==> src/design/snooze_defs.svh <==
// What this block does
// [RULE1] Standby enters snooze on enabled transition condition
// [RULE2] End condition returns snooze to standby, clocks off
// [RULE3] No selected condition keeps standby despite events
// [RULE4] Software sets transfer enable and peripherals beforehand
// [RULE5] Channel five: off or receive pin falling edge
// [RULE6] Channel five end: mismatch, or mismatch or transfer
// [RULE7] Timer: off or match one; end none/transfer
// [RULE8] Converter: off or match one; end none/transfer
// [RULE9] Touch unit: off or match one; end request
// [RULE10] Listed interrupts and resets cancel snooze to normal
// [RULE11] Selected release source raises release irq, wakes
// [RULE12] Channel five release: none, error, full, transfer
// [RULE13] Timer release: none, match one, transfer end
// [RULE14] Converter release: none, conversion end, transfer end
// [RULE15] Touch release: none or measurement end
// [RULE16] Software clears transfer irq select for counts
// [RULE17] Release irq vector 81, edge, not transfer-activatable
// [RULE18] Software enables source and release interrupts first
// [RULE19] Selected source still raises its own interrupt
// [RULE20] Release irq also fires outside snooze mode
// [RULE21] Snooze clocks chosen peripherals, CPU stays stopped
// [RULE22] Event-linked peripherals lack end or release settings
// [RULE23] Peripheral clocks gated after oscillator stabilization
`ifndef SNOOZE_DEFS_SVH
`define SNOOZE_DEFS_SVH

`define ADR_CTRL 2'h0
`define ADR_REL 2'h1
`define ADR_STAT 2'h2
`define ADR_MODE 2'h3
// Control register fields
`define C_SER_TR 0
`define C_SER_END 1
`define C_LPT_TR 2
`define C_LPT_END 3
`define C_ADC_TR 4
`define C_ADC_END 5
`define C_TCH_TR 6
`define C_XFER_EN 7
// Release select register fields
`define R_SER_LO 0
`define R_SER_HI 1
`define R_LPT_LO 2
`define R_LPT_HI 3
`define R_ADC_LO 4
`define R_ADC_HI 5
`define R_TCH 6
`define REG_W 8
`define STAB_NS 2000
`define CLK_NS 20
`define STAB_CYC ((`STAB_NS + `CLK_NS - 1) / `CLK_NS)
`define CNT_W 8
`define VECTOR_NUM 8'h51
`define SEL_NONE 2'h0
`define SEL_A 2'h1
`define SEL_B 2'h2
`define SEL_C 2'h3

`endif

==> src/design/snooze_pkg.sv <==
package snooze_pkg;

typedef enum logic [1:0] {
    MODE_NORMAL = 2'b00,
    MODE_STANDBY = 2'b01,
    MODE_STAB = 2'b10,
    MODE_SNOOZE = 2'b11
} mode_t;

// Peripheral events seen by the controller
typedef struct packed {
    logic rx_fall;
    logic rx_mismatch;
    logic rx_xfer;
    logic rx_err_irq;
    logic rx_full_irq;
    logic rx_xfer_end;
    logic lpt_match;
    logic lpt_xfer;
    logic lpt_xfer_end;
    logic adc_end_irq;
    logic adc_xfer;
    logic adc_xfer_end;
    logic tch_end_req;
    logic tch_meas_irq;
} periph_ev_t;

// Wake sources outside the release interrupt
typedef struct packed {
    logic nmi;
    logic ext_irq;
    logic rtc_alarm;
    logic rtc_period;
    logic wdt_irq;
    logic volt_irq;
    logic any_reset;
} cancel_ev_t;

typedef struct packed {
    logic osc_run;
    logic cpu_run;
    logic ser_clk;
    logic lpt_clk;
    logic adc_clk;
    logic tch_clk;
    logic xfer_clk;
} clk_ctl_t;

typedef struct packed {
    mode_t mode;
    logic [7:0] ctrl;
    logic [7:0] rel;
    logic [7:0] cnt;
    logic irq;
    logic ack;
    logic [31:0] dat;
} state_t;

endpackage

==> src/design/snooze_mode_controller.sv <==
`timescale 1ns/10ps
`include "snooze_defs.svh"

module snooze_mode_controller (
    input wire logic clk_i,
    input wire logic rst_i,
    input wire logic cyc_i,
    input wire logic stb_i,
    input wire logic we_i,
    input wire logic [3:0] adr_i,
    input wire logic [3:0] sel_i,
    input wire logic [31:0] dat_i,
    output logic [31:0] dat_o,
    output logic ack_o,
    input wire logic standby_req_i,
    input wire snooze_pkg::periph_ev_t ev_i,
    input wire snooze_pkg::cancel_ev_t cancel_i,
    input wire logic osc_stable_i,
    output snooze_pkg::clk_ctl_t clk_o,
    output logic snooze_release_irq_o,
    output logic [7:0] release_vector_o,
    output logic release_xfer_ok_o,
    output snooze_pkg::mode_t mode_o
);

snooze_pkg::state_t s_r;
snooze_pkg::state_t s_nxt;
logic trans_hit;
logic end_hit;
logic rel_hit;
logic cancel_hit;
logic [1:0] ser_sel;
logic [1:0] lpt_sel;
logic [1:0] adc_sel;
logic in_snz;

////////////////////////////////////////////////////////////////////////
// Condition decode

always_comb begin
    ser_sel = s_r.rel[`R_SER_HI:`R_SER_LO];
    lpt_sel = s_r.rel[`R_LPT_HI:`R_LPT_LO];
    adc_sel = s_r.rel[`R_ADC_HI:`R_ADC_LO];
    // Unselected conditions are masked, so events alone never enter
    trans_hit = (s_r.ctrl[`C_SER_TR] & ev_i.rx_fall)          // [RULE5]
        | (s_r.ctrl[`C_LPT_TR] & ev_i.lpt_match)              // [RULE7]
        | (s_r.ctrl[`C_ADC_TR] & ev_i.lpt_match)              // [RULE8]
        | (s_r.ctrl[`C_TCH_TR] & ev_i.lpt_match);             // [RULE3] [RULE9]
    // Mismatch needs match detection enabled in the receiver
    end_hit = (s_r.ctrl[`C_SER_TR] & (ev_i.rx_mismatch
            | (s_r.ctrl[`C_SER_END] & ev_i.rx_xfer)))        // [RULE6]
        | (s_r.ctrl[`C_LPT_TR] & s_r.ctrl[`C_LPT_END]
            & ev_i.lpt_xfer)                                  // [RULE7]
        | (s_r.ctrl[`C_ADC_TR] & s_r.ctrl[`C_ADC_END]
            & ev_i.adc_xfer)                                  // [RULE8]
        | (s_r.ctrl[`C_TCH_TR] & ev_i.tch_end_req);           // [RULE9]
    rel_hit = 1'b0;
    unique case (ser_sel)                                     // [RULE12]
        `SEL_NONE: rel_hit = rel_hit;
        `SEL_A: rel_hit = rel_hit | ev_i.rx_err_irq;
        `SEL_B: rel_hit = rel_hit | ev_i.rx_full_irq;
        `SEL_C: rel_hit = rel_hit | ev_i.rx_xfer_end;
    endcase
    unique case (lpt_sel)                                     // [RULE13]
        `SEL_A: rel_hit = rel_hit | ev_i.lpt_match;
        `SEL_B: rel_hit = rel_hit | ev_i.lpt_xfer_end;
        default: rel_hit = rel_hit;
    endcase
    unique case (adc_sel)                                     // [RULE14]
        `SEL_A: rel_hit = rel_hit | ev_i.adc_end_irq;
        `SEL_B: rel_hit = rel_hit | ev_i.adc_xfer_end;
        default: rel_hit = rel_hit;
    endcase
    rel_hit = rel_hit | (s_r.rel[`R_TCH] & ev_i.tch_meas_irq); // [RULE15]
    // Source interrupts are only watched, never swallowed, so the
    // selected peripheral still raises its own request after wake-up
    // [RULE19]
    cancel_hit = |cancel_i;                                   // [RULE10]
end

////////////////////////////////////////////////////////////////////////
// Mode sequence and register slave

always_comb begin
    s_nxt = s_r;
    s_nxt.ack = 1'b0;
    // Release interrupt is a registered copy of the rel_hit level in every mode
    s_nxt.irq = rel_hit;                                      // [RULE11] [RULE20]
    unique case (s_r.mode)
        snooze_pkg::MODE_NORMAL: begin
            if (standby_req_i && !cancel_hit) begin
                s_nxt.mode = snooze_pkg::MODE_STANDBY;
            end
        end
        snooze_pkg::MODE_STANDBY: begin
            if (cancel_hit) begin
                s_nxt.mode = snooze_pkg::MODE_NORMAL;
            end else if (trans_hit) begin
                s_nxt.mode = snooze_pkg::MODE_STAB;           // [RULE1]
                s_nxt.cnt = '0;
            end
        end
        snooze_pkg::MODE_STAB: begin
            if (cancel_hit) begin
                s_nxt.mode = snooze_pkg::MODE_NORMAL;
            end else if (osc_stable_i
                    && s_r.cnt >= 8'(`STAB_CYC - 1)) begin
                s_nxt.mode = snooze_pkg::MODE_SNOOZE;         // [RULE23]
            end else if (s_r.cnt < 8'(`STAB_CYC - 1)) begin
                s_nxt.cnt = s_r.cnt + 8'h01;
            end
        end
        snooze_pkg::MODE_SNOOZE: begin
            if (cancel_hit || rel_hit) begin
                s_nxt.mode = snooze_pkg::MODE_NORMAL;         // [RULE10] [RULE11]
            end else if (end_hit) begin
                s_nxt.mode = snooze_pkg::MODE_STANDBY;        // [RULE2]
            end
        end
    endcase
    if (cyc_i && stb_i && !s_r.ack) begin
        s_nxt.ack = 1'b1;
        s_nxt.dat = '0;
        unique case (adr_i[3:2])
            `ADR_CTRL: begin
                s_nxt.dat[7:0] = s_r.ctrl;
                if (we_i && sel_i[0]) begin
                    s_nxt.ctrl = dat_i[7:0];
                end
            end
            `ADR_REL: begin
                s_nxt.dat[7:0] = s_r.rel;
                if (we_i && sel_i[0]) begin
                    s_nxt.rel = {1'b0, dat_i[6:0]};
                end
            end
            `ADR_STAT: s_nxt.dat[7:0] = {6'h00, s_r.mode};
            `ADR_MODE: s_nxt.dat[7:0] = `VECTOR_NUM;
        endcase
    end
end

always_ff @(posedge clk_i) begin
    if (rst_i) begin
        s_r <= '0;
    end else begin
        s_r <= s_nxt;
    end
end

////////////////////////////////////////////////////////////////////////
// Outputs

assign in_snz = (s_r.mode == snooze_pkg::MODE_SNOOZE);
assign dat_o = s_r.dat;
assign ack_o = s_r.ack;
assign mode_o = s_r.mode;
assign snooze_release_irq_o = s_r.irq;                       // [RULE17]
assign release_vector_o = `VECTOR_NUM;                       // [RULE17]
// The release interrupt never starts a transfer
assign release_xfer_ok_o = 1'b0;                             // [RULE17]

// Event-linked units only get clocks; they have no end or release
// selection, so another cancel source must wake the CPU [RULE22]
always_comb begin
    clk_o.osc_run = (s_r.mode != snooze_pkg::MODE_STANDBY);  // [RULE2]
    clk_o.cpu_run = (s_r.mode == snooze_pkg::MODE_NORMAL);   // [RULE21]
    clk_o.ser_clk = clk_o.cpu_run | (in_snz & s_r.ctrl[`C_SER_TR]);
    clk_o.lpt_clk = clk_o.cpu_run | (in_snz & s_r.ctrl[`C_LPT_TR]);
    clk_o.adc_clk = clk_o.cpu_run | (in_snz & s_r.ctrl[`C_ADC_TR]);
    clk_o.tch_clk = clk_o.cpu_run | (in_snz & s_r.ctrl[`C_TCH_TR]);
    clk_o.xfer_clk = clk_o.cpu_run
        | (in_snz & s_r.ctrl[`C_XFER_EN]);                  // [RULE21]
end

endmodule

==> config.mk <==
export PLATFORM = sky130hd
export DESIGN_NAME = snooze_mode_controller
export DESIGN_NICKNAME = d
export VERILOG_FILES = /design/src/design/snooze_pkg.sv /design/src/design/snooze_mode_controller.sv
export VERILOG_INCLUDE_DIRS = /design/src /design/src/design
export SDC_FILE = /design/constraint.sdc
export NUM_CORES = 1
export LEC_CHECK = 0
export BUFFER_PORTS_ARGS = -buffer_cell sky130_fd_sc_hd__buf_2
export CORE_ASPECT_RATIO = 0.5
export CORE_MARGIN = 2
export CORE_UTILIZATION = 44
export CTS_CLUSTER_DIAMETER = 150
export DETAILED_ROUTE_END_ITERATION = 8
export PLACE_DENSITY = 0.87
export SLEW_MARGIN = 20
export SYNTH_ARGS = -nofsm -noshare
export SYNTH_HDL_FRONTEND = slang
export SYNTH_SLANG_ARGS = --single-unit
==> constraint.sdc <==
create_clock -name clk_i -period 2.4 [get_ports clk_i]
set_input_delay 0.48 -clock clk_i [delete_from_list [all_inputs] [get_ports clk_i]]
set_output_delay 0.48 -clock clk_i [all_outputs]
set_load 0.05 [all_outputs]
==> results.cfg, run 1 <==
[critical_path]
cp_num_buf_inv = 0
cpLargestDelayFamily = compound AO/OA/AOI/OAI gates
cpPeakStageDelay_ns = 0.49
crit_chain = ha_1 > or4_1 > a31oi_1 > o21a_1 > mux2i_1 > nor2_1
cp.required_ns = 2.58
crit_arrival_ns = 2.33
path_class = register to register
cp_max_fo = 7
end_kind = register
cp-start-kind = register
crit_slowest_cell = a31oi_1

[logic_synthesis]
synth.top_cell.area_share_pct = 34.2
synth_cell_type_count = 41
syn_area_um2 = 2050
yosysWarnings = 0
syn_inst = 236
ys_seq_elements = 35
syn_area_per_cell_um2 = 8.69
synthTopCellsByArea = dfxtp_1 (34%), buf_4 (16%), mux2i_1 (12%)
ys_seq_area_share_pct = 34.2
synth_area_leader_cell = dfxtp_1

[drt]
route.detailed.drc = 0
first_iter_violations = 68
wirelength_mm = 4.30
via_count = 1704
first_pass_iters = 4
drtAntennaViolNets = 0
via_per_inst = 4.97
wl_per_cell_um = 12.5

[placement]
place.gp.congestion = 0.861
io_buffers = 57
dpl.hpwl_mm = 3.36

[worst_hold_path]
holdCritPathClass = input port to register

[power_and_ir_drop]
powerDensity_nw_per_um2 = 545
peakVddDrop_mv = 0.222
cellLeakagePower_nw = 1.00

[floorplan]
die-area_um2 = 5260
num_rows = 17
chipWidth_um = 101
start_util_pct = 46.1
core_area_um2 = 4450
io_pins = 120
die_h_um = 52.3

[finish]
num-fill-cells = 390
nets = 356
multi_input_comb_area_um2 = 1100
drive_gt1_share_pct = 26.9
seqCellArea_um2 = 701
area.growth.synth_to_final_pct = 12.4
antenna_cells = 0

[timing]
slew_viol_final = 0
finalCritPeriodShare_pct = 89.7
fin_setup_tns_ns = 0
final.setup_skew_ns = 0.00595
relSlewSlack_pct = 61.2
grt_setup_unrepaired = false
period_needed_ns = 2.15
hold_viol = 0
fin_hold_ws_ns = 0.436
setup_viol = 0
worst_pin_slew_ns = 0.580
fmax_mhz = 465

[clocking]
cts_hold_buf = 0
path_clk_slew_ns = 0.07
htree_levels = 2
cts_tree = yes
clkLatencyLatePin_ns = 0.29
cts-resized-gates = 0
root_buffer = clkbuf_8
clockBufferDepth = 2
clock_sinks = 35
post_cts_buffers = 0
cts_buffers = 5

[run_status]
status = completed

[grt]
grt_pass1_vias = 1602
grt_max_degree = 28
grt-ovfl-total = 0
antenna_found_initial = 0
grt_use_total_pct = 17.4
grt_pass1_wl_mm = 7.12

[flow_run]
max_cap_violations = 0
-- final cells by class --
type,count,share of cell area (%)
Tap cell,57,3.09
Timing Repair Buffer,62,14.0
Clock inverter,2,0.706
Clock buffer,6,3.58
Sequential cell,35,30.4
Multi-Input combinational cell,178,47.7
Inverter,3,0.489
-- synth_stat cells --
cell / count
a211oi_1: 1
a21o_1: 7
a21oi_1: 7
a2bb2oi_1: 1
a311oi_1: 3
a31oi_1: 2
a41oi_1: 1
and2_1: 5
and3_1: 2
and3b_1: 1
and4_1: 2
buf_1: 2
buf_2: 2
buf_4: 43
clkbuf_1: 4
conb_1: 2
dfxtp_1: 35
ha_1: 3
inv_1: 3
mux2_2: 2
mux2i_1: 24
nand2_1: 9
nand2b_1: 2
nand3_1: 5
nand3b_1: 1
nor2_1: 37
nor3_1: 3
nor3_2: 1
nor3b_1: 1
nor4_2: 1
o2111ai_1: 1
o211ai_1: 4
o21a_1: 1
o21ai_0: 3
o221ai_1: 3
o31ai_1: 1
or2_1: 1
or3b_2: 1
or4_1: 2
or4_4: 2
xor2_1: 5
-- power breakdown --
part | internal, mW | switching (mW) | total (mW)
clock network | 0.234 | 0.217 | 0.451
registers | 0.587 | 0.00414 | 0.591
logic | 0.0422 | 0.173 | 0.215
-- cells in the final DEF (no fill, tap or decap), drive strengths merged, types with 2 or more instances in the layout --
cell type / netlist / routed
buf: 47 / 62
nor2: 37 / 37
dfxtp: 35 / 35
conb: 2 / 33
mux2i: 24 / 24
nand2: 9 / 9
a21o: 7 / 7
a21oi: 7 / 7
clkbuf: 4 / 6
and2: 5 / 5
nand3: 5 / 5
xor2: 5 / 5
o211ai: 4 / 4
nor3: 4 / 4
or4: 4 / 4
inv: 3 / 3
o221ai: 3 / 3
o21ai: 3 / 3
a311oi: 3 / 3
ha: 3 / 3
nand2b: 2 / 2
mux2: 2 / 2
a31oi: 2 / 2
and4: 2 / 2
and3: 2 / 2
-- kinds of logic (layout without fill, tap and decap cells) --
family	after synthesis	in the layout	share of synthesized area [%]
adders and majority gates	3	3	1.83
xor gates and xnor gates	5	5	2.14
DFF	35	35	34.2
muxes	26	26	12.8
buffers and inverters	54	73	17.9
and+or+nand+nor	76	76	18.8
other	2	33	0.366
AOI/OAI and AO/OA	35	35	12.0
-- per-stage QoR --
| stage | worst slack, ns | util [%] | cell area, um2 | std cells | total power, mW |
|---|---|---|---|---|---|
| 4_1_cts | 0.260 | 51.8 | 2300 | 343 | 1.27 |
| 3_5_place_dp | 0.104 | 49.6 | 2210 | 335 | 0.819 |
| 6_report | 0.248 | 51.8 | 2300 | 343 | 1.26 |
| 2_1_floorplan | 0.306 | - | 2170 | 267 | 0.820 |
| 3_3_place_gp | 0.162 | 49.6 | 2210 | 335 | 0.816 |
| 5_1_grt | 0.167 | 51.8 | 2300 | 343 | 1.30 |
-- per-layer routing --
layer,track usage [%],share of wire [%],vias to the layer above
li1,-,-,844
met1,18.3,39,785
met2,33.3,53,70
met3,5.33,6.7,5
met4,6.39,0.95,0
met5,0,0,-
-- worst paths after layout --
kind	start	endpoint	slack, ns	cells after the start
max reg2reg	s_r[34]	s_r[35]	0.25	6
min reg2reg	dat_o[7]	dat_o[7]	0.45	2
max	s_r[34]	s_r[35]	0.25	6
min	dat_i[5]	adc_sel[1]	0.44	3
-- worst register-to-register path, stage by stage, from the launching register on --
cell and delay, ns:
dfxtp_1 0.35, ha_1 0.26, or4_1 0.43, a31oi_1 0.49
o21a_1 0.25, mux2i_1 0.20, nor2_1 0.05
-- flip-flops by register name, summed over array words and instances, names as in the netlist --
name                  count
mode_o                    2
lpt_sel                   2
ack_o                     1
s_r                      19
dat_o                     8
snooze_release_irq_o      1
adc_sel                   2
Power figures use the tool's default switching activity.
==> run 2: changes to the inputs <==
- PLACE_DENSITY: 0.87 -> 0.92
==> run 2 against run 1 <==
Combinational power is essentially flat. Via count grew 2.3%. First-iteration DRC count shrank 1.5%. Clock skew grew 0.0012 ns. Clock-buffer cell count is the same. Register-to-register slack is essentially flat. Critical path depth is the same. Total power shrank 4.7%. Cell area shrank 1.1%. Worst hold slack gained 0.0061 ns. Die area is the same. Global-route usage grew 0.88 points. Largest power group unchanged. Highest routed layer unchanged.
==> results.cfg, run 2 (same netlist as run 1, synthesis figures left out) <==
[run_status]
status = completed

[drt]
route.detailed.drc = 0
first_pass_iters = 4
wirelength_mm = 4.69
drtAntennaViolNets = 0
via_per_inst = 5.11
wl_per_cell_um = 13.7
first_iter_violations = 67
via_count = 1744

[finish]
num-fill-cells = 384
largest_reg_flops = 19
nets = 356
fin_util_pct = 51.3
area.growth.synth_to_final_pct = 11.1
multi_input_comb_area_um2 = 1100
layout_common_cells = buf_2 (57), nor2_1 (37), dfxtp_1 (35)
design_area_um2 = 2280
regMostFlops = s_r
drive_gt1_share_pct = 26.1
antenna_cells = 0
seqCellArea_um2 = 701
mostFrequentLayoutCell = buf_2

[placement]
io_buffers = 57
place.gp.congestion = 0.876
placed_area_um2 = 2210
dpl.hpwl_mm = 3.70

[clocking]
cts_buffers = 5
root_buffer = clkbuf_8
clkLatencyLatePin_ns = 0.30
htree_levels = 2
path_clk_slew_ns = 0.07
clockBufferDepth = 2
cts_tree = yes
cts_hold_buf = 0
clock_sinks = 35
cts-resized-gates = 0
post_cts_buffers = 0

[critical_path]
cp_max_fo = 7
crit_arrival_ns = 2.34
critPathCapture = s_r[35]
cpPeakStageDelay_ns = 0.48
path_class = register to register
cp.required_ns = 2.58
timing.rr.end = s_r[35]
end_kind = register
crit_chain = ha_1 > or4_1 > a31oi_1 > o21a_1 > mux2i_1 > nor2_1
crit_slowest_cell = a31oi_1
cp-start-kind = register
r2r_slack_ns = 0.24
r2r_cells = 6
crit_start = s_r[34]
worstReg2RegStart = s_r[34]

[grt]
grt-ovfl-total = 0
antenna_found_initial = 0
grt_max_degree = 28
grt_use_total_pct = 18.2
grt_pass1_vias = 1641
grt_pass1_wl_mm = 7.24

[floorplan]
chipWidth_um = 101
die-area_um2 = 5260
num_rows = 17
io_pins = 120
core_area_um2 = 4450
start_util_pct = 46.1
die_h_um = 52.3

[timing]
final.setup_skew_ns = 0.00714
fin_setup_tns_ns = 0
grt_setup_unrepaired = false
worst_pin_slew_ns = 0.573
hold_viol = 0
fin_hold_ws_ns = 0.443
setup_viol = 0
slew_viol_final = 0
period_needed_ns = 2.16
finalCritPeriodShare_pct = 90.1
fmax_mhz = 462
relSlewSlack_pct = 61.6

[worst_hold_path]
worstHoldPathCells = 3
min_from = dat_i[3]
holdCritPathClass = input port to register

[power_and_ir_drop]
peakVddDrop_mv = 0.267
cellLeakagePower_nw = 0.991
powerDensity_nw_per_um2 = 526

[flow_run]
max_cap_violations = 0
## run 2: layout make-up
type	instances	area share, %
Clock buffer	6	3.19
Tap cell	57	3.13
Sequential cell	35	30.8
Inverter	3	0.494
Timing Repair Buffer	62	14.2
Multi-Input combinational cell	178	48.3
## run 2: worst max-delay path: cells and delay by family (launching register included)
| kind | cells | cell delay, ns |
|---|---|---|
| mux | 1 | 0.22 |
| flops | 1 | 0.36 |
| compound gates | 2 | 0.72 |
| simple gates | 2 | 0.47 |
| fa+ha+maj | 1 | 0.27 |
## run 2: metrics by stage
stage / instances / setup slack (ns) / total power, mW
after floorplan: 267 / 0.306 / 0.820
after global placement: 335 / 0.164 / 0.815
after detailed placement: 335 / 0.102 / 0.821
after CTS: 341 / 0.245 / 1.20
after global routing: 341 / 0.0935 / 1.23
final: 341 / 0.236 / 1.20
## run 2: worst min path at each step
stage,endpoint
2_1_floorplan,dat_o[7]
3_3_place_gp,dat_o[7]
3_5_place_dp,dat_o[0]
4_1_cts,s_r[57]
5_1_grt,s_r[53]
6_report,lpt_sel[1]
## run 2: power by group
group / internal [mW] / switching, mW
Sequential: 0.588 / 0.00406
Clock: 0.193 / 0.195
Combinational: 0.0423 / 0.176
Total: 0.823 / 0.376
## run 2: routing by layer
metal	wire [um]	GRT usage, %	part of all wire [%]	up-vias
met5	0	0	0	-
li1	-	-	-	842
met3	314	5.20	6.7	29
met1	1800	17.5	38	794
met2	2310	33.7	49	79
met4	264	14.8	5.6	0
==> run 3: changes to the inputs <==
- PLACE_DENSITY: 0.92 -> unset
- PLACE_DENSITY_LB_ADDON: unset -> 0.05
==> run 3 against run 2 <==
Clock skew fell by 0.0022 ns. Worst hold slack improved by 0.0064 ns. Worst setup slack better by 0.17 ns. Via count fell by 5.0%. Combinational power hardly changed. Critical path depth down 3. Global-route usage shrank 0.55 points. Wire length shrank 6.0%. Clock power increased by 12%. Non-clock buffer count grew 1. Critical path type is now register to output pin. Highest routed layer unchanged.
==> results.cfg, run 3 (same netlist as run 1, synthesis figures left out) <==
[power_and_ir_drop]
cellLeakagePower_nw = 1.01
powerDensity_nw_per_um2 = 539
power_mw = 1.24
peakVddDrop_mv = 0.264

[timing]
setup_viol = 0
fmax_mhz = 502
worst_pin_slew_ns = 0.534
period_needed_ns = 1.99
final.setup_skew_ns = 0.00489
hold_viol = 0
fin_setup_tns_ns = 0
finalCritPeriodShare_pct = 83.0
grt_setup_unrepaired = false
slew_viol_final = 0
relSlewSlack_pct = 64.2

[critical_path]
crit_start = mode_o[0]
cp_max_fo = 10
cp.required_ns = 1.92
cp-start-kind = register
timing.rr.end = s_r[35]
end_kind = output pin
crit_arrival_ns = 1.51
path_class = register to output pin
critPathCapture = clk_o[0]
r2r_slack_ns = 0.44
worstReg2RegStart = s_r[34]
r2r_cells = 7

[grt]
grt-ovfl-total = 0
grt_use_total_pct = 17.7
grt_pass1_vias = 1506
use_met1_pct = 24.4
grtUsageMet3_pct = 5.33
grt-busiest-layer = met2
antenna_found_initial = 0
grtUsageMet2_pct = 27.6
grt_pass1_wl_mm = 7.05
grt_max_degree = 28

[placement]
placed_cells = 336
placed_area_um2 = 2210
io_buffers = 57
dpl.hpwl_mm = 3.43
place.gp.congestion = 0.801

[finish]
nets = 357
largest_reg_flops = 19
antenna_cells = 0
drive_gt1_share_pct = 26.9
mostFrequentLayoutCell = buf_2
design_area_um2 = 2300
fin_util_pct = 51.8
area.growth.synth_to_final_pct = 12.2
regMostFlops = s_r
instances_no_fill = 343
layout_common_cells = buf_2 (57), nor2_1 (37), dfxtp_1 (35)

[floorplan]
core_area_um2 = 4450
start_util_pct = 46.1
num_rows = 17
die-area_um2 = 5260
die_h_um = 52.3
chipWidth_um = 101
io_pins = 120

[drt]
via_count = 1656
first_iter_violations = 48
drtAntennaViolNets = 0
wl_per_cell_um = 12.8
via_per_inst = 4.83
wirelength_mm = 4.41
route.detailed.drc = 0
first_pass_iters = 4

[flow_run]
max_cap_violations = 0

[clocking]
htree_levels = 2
root_buffer = clkbuf_8
cts-resized-gates = 0
cts_tree = yes
post_cts_buffers = 0
path_clk_slew_ns = 0.07
clockBufferDepth = 2
cts_buffers = 5
cts_hold_buf = 0
clock_sinks = 35
clkLatencyLatePin_ns = 0.28

[run_status]
status = completed

[worst_hold_path]
holdCritPathClass = input port to register
## run 3: cell count changes in the layout (fill, tap and decap cells not counted)
cell	delta
buf_4	+1
clkbuf_8	+1
clkbuf_1	-1
clkinv_2	+1
## run 3: worst max-delay path, cell delays in order, from the launching register on
cell     delay, ns
dfxtp_1       0.53
and2_1        0.30
a21o_1        0.15
buf_2         0.25
## run 3: final cells by class
type	instances	area, um2
Clock buffer	6	82.6
Clock inverter	1	5.00
Fill cell	467	2140
Inverter	3	11.3
Multi-Input combinational cell	178	1100
Sequential cell	35	701
Tap cell	57	71.3
Timing Repair Buffer	63	330
## run 3: worst min-delay path by stage
stage | startpoint | endpoint | slack [ns] | depth (start not counted)
detailed placement | dat_o[7] | dat_o[7] | 0.45 | 2
global placement | dat_o[7] | dat_o[7] | 0.44 | 2
finish | dat_i[2] | lpt_sel[0] | 0.45 | 3
CTS | dat_i[2] | lpt_sel[0] | 0.44 | 3
floorplan | dat_o[7] | dat_o[7] | 0.43 | 2
global route | dat_i[2] | lpt_sel[0] | 0.45 | 3
## run 3: power by group
part	total (mW)	internal [mW]	switching (mW)
Clock	0.433	0.225	0.207
Sequential	0.591	0.587	0.00386
Combinational	0.218	0.0421	0.176
## run 3: routing by layer
metal	vias to the layer above	wire (um)	share of wire (%)
met5	-	0	0
li1	842	-	-
met1	759	2260	51
met2	53	1890	43
met4	0	4	0.091
met3	2	257	5.8
## run 3: through the flow
step           hold slack (ns)  worst slack (ns)
3_3_place_gp             0.441             0.144
6_report                 0.449             0.409
3_5_place_dp             0.448             0.118
5_1_grt                  0.454             0.318
4_1_cts                  0.441             0.404
2_1_floorplan            0.432             0.306
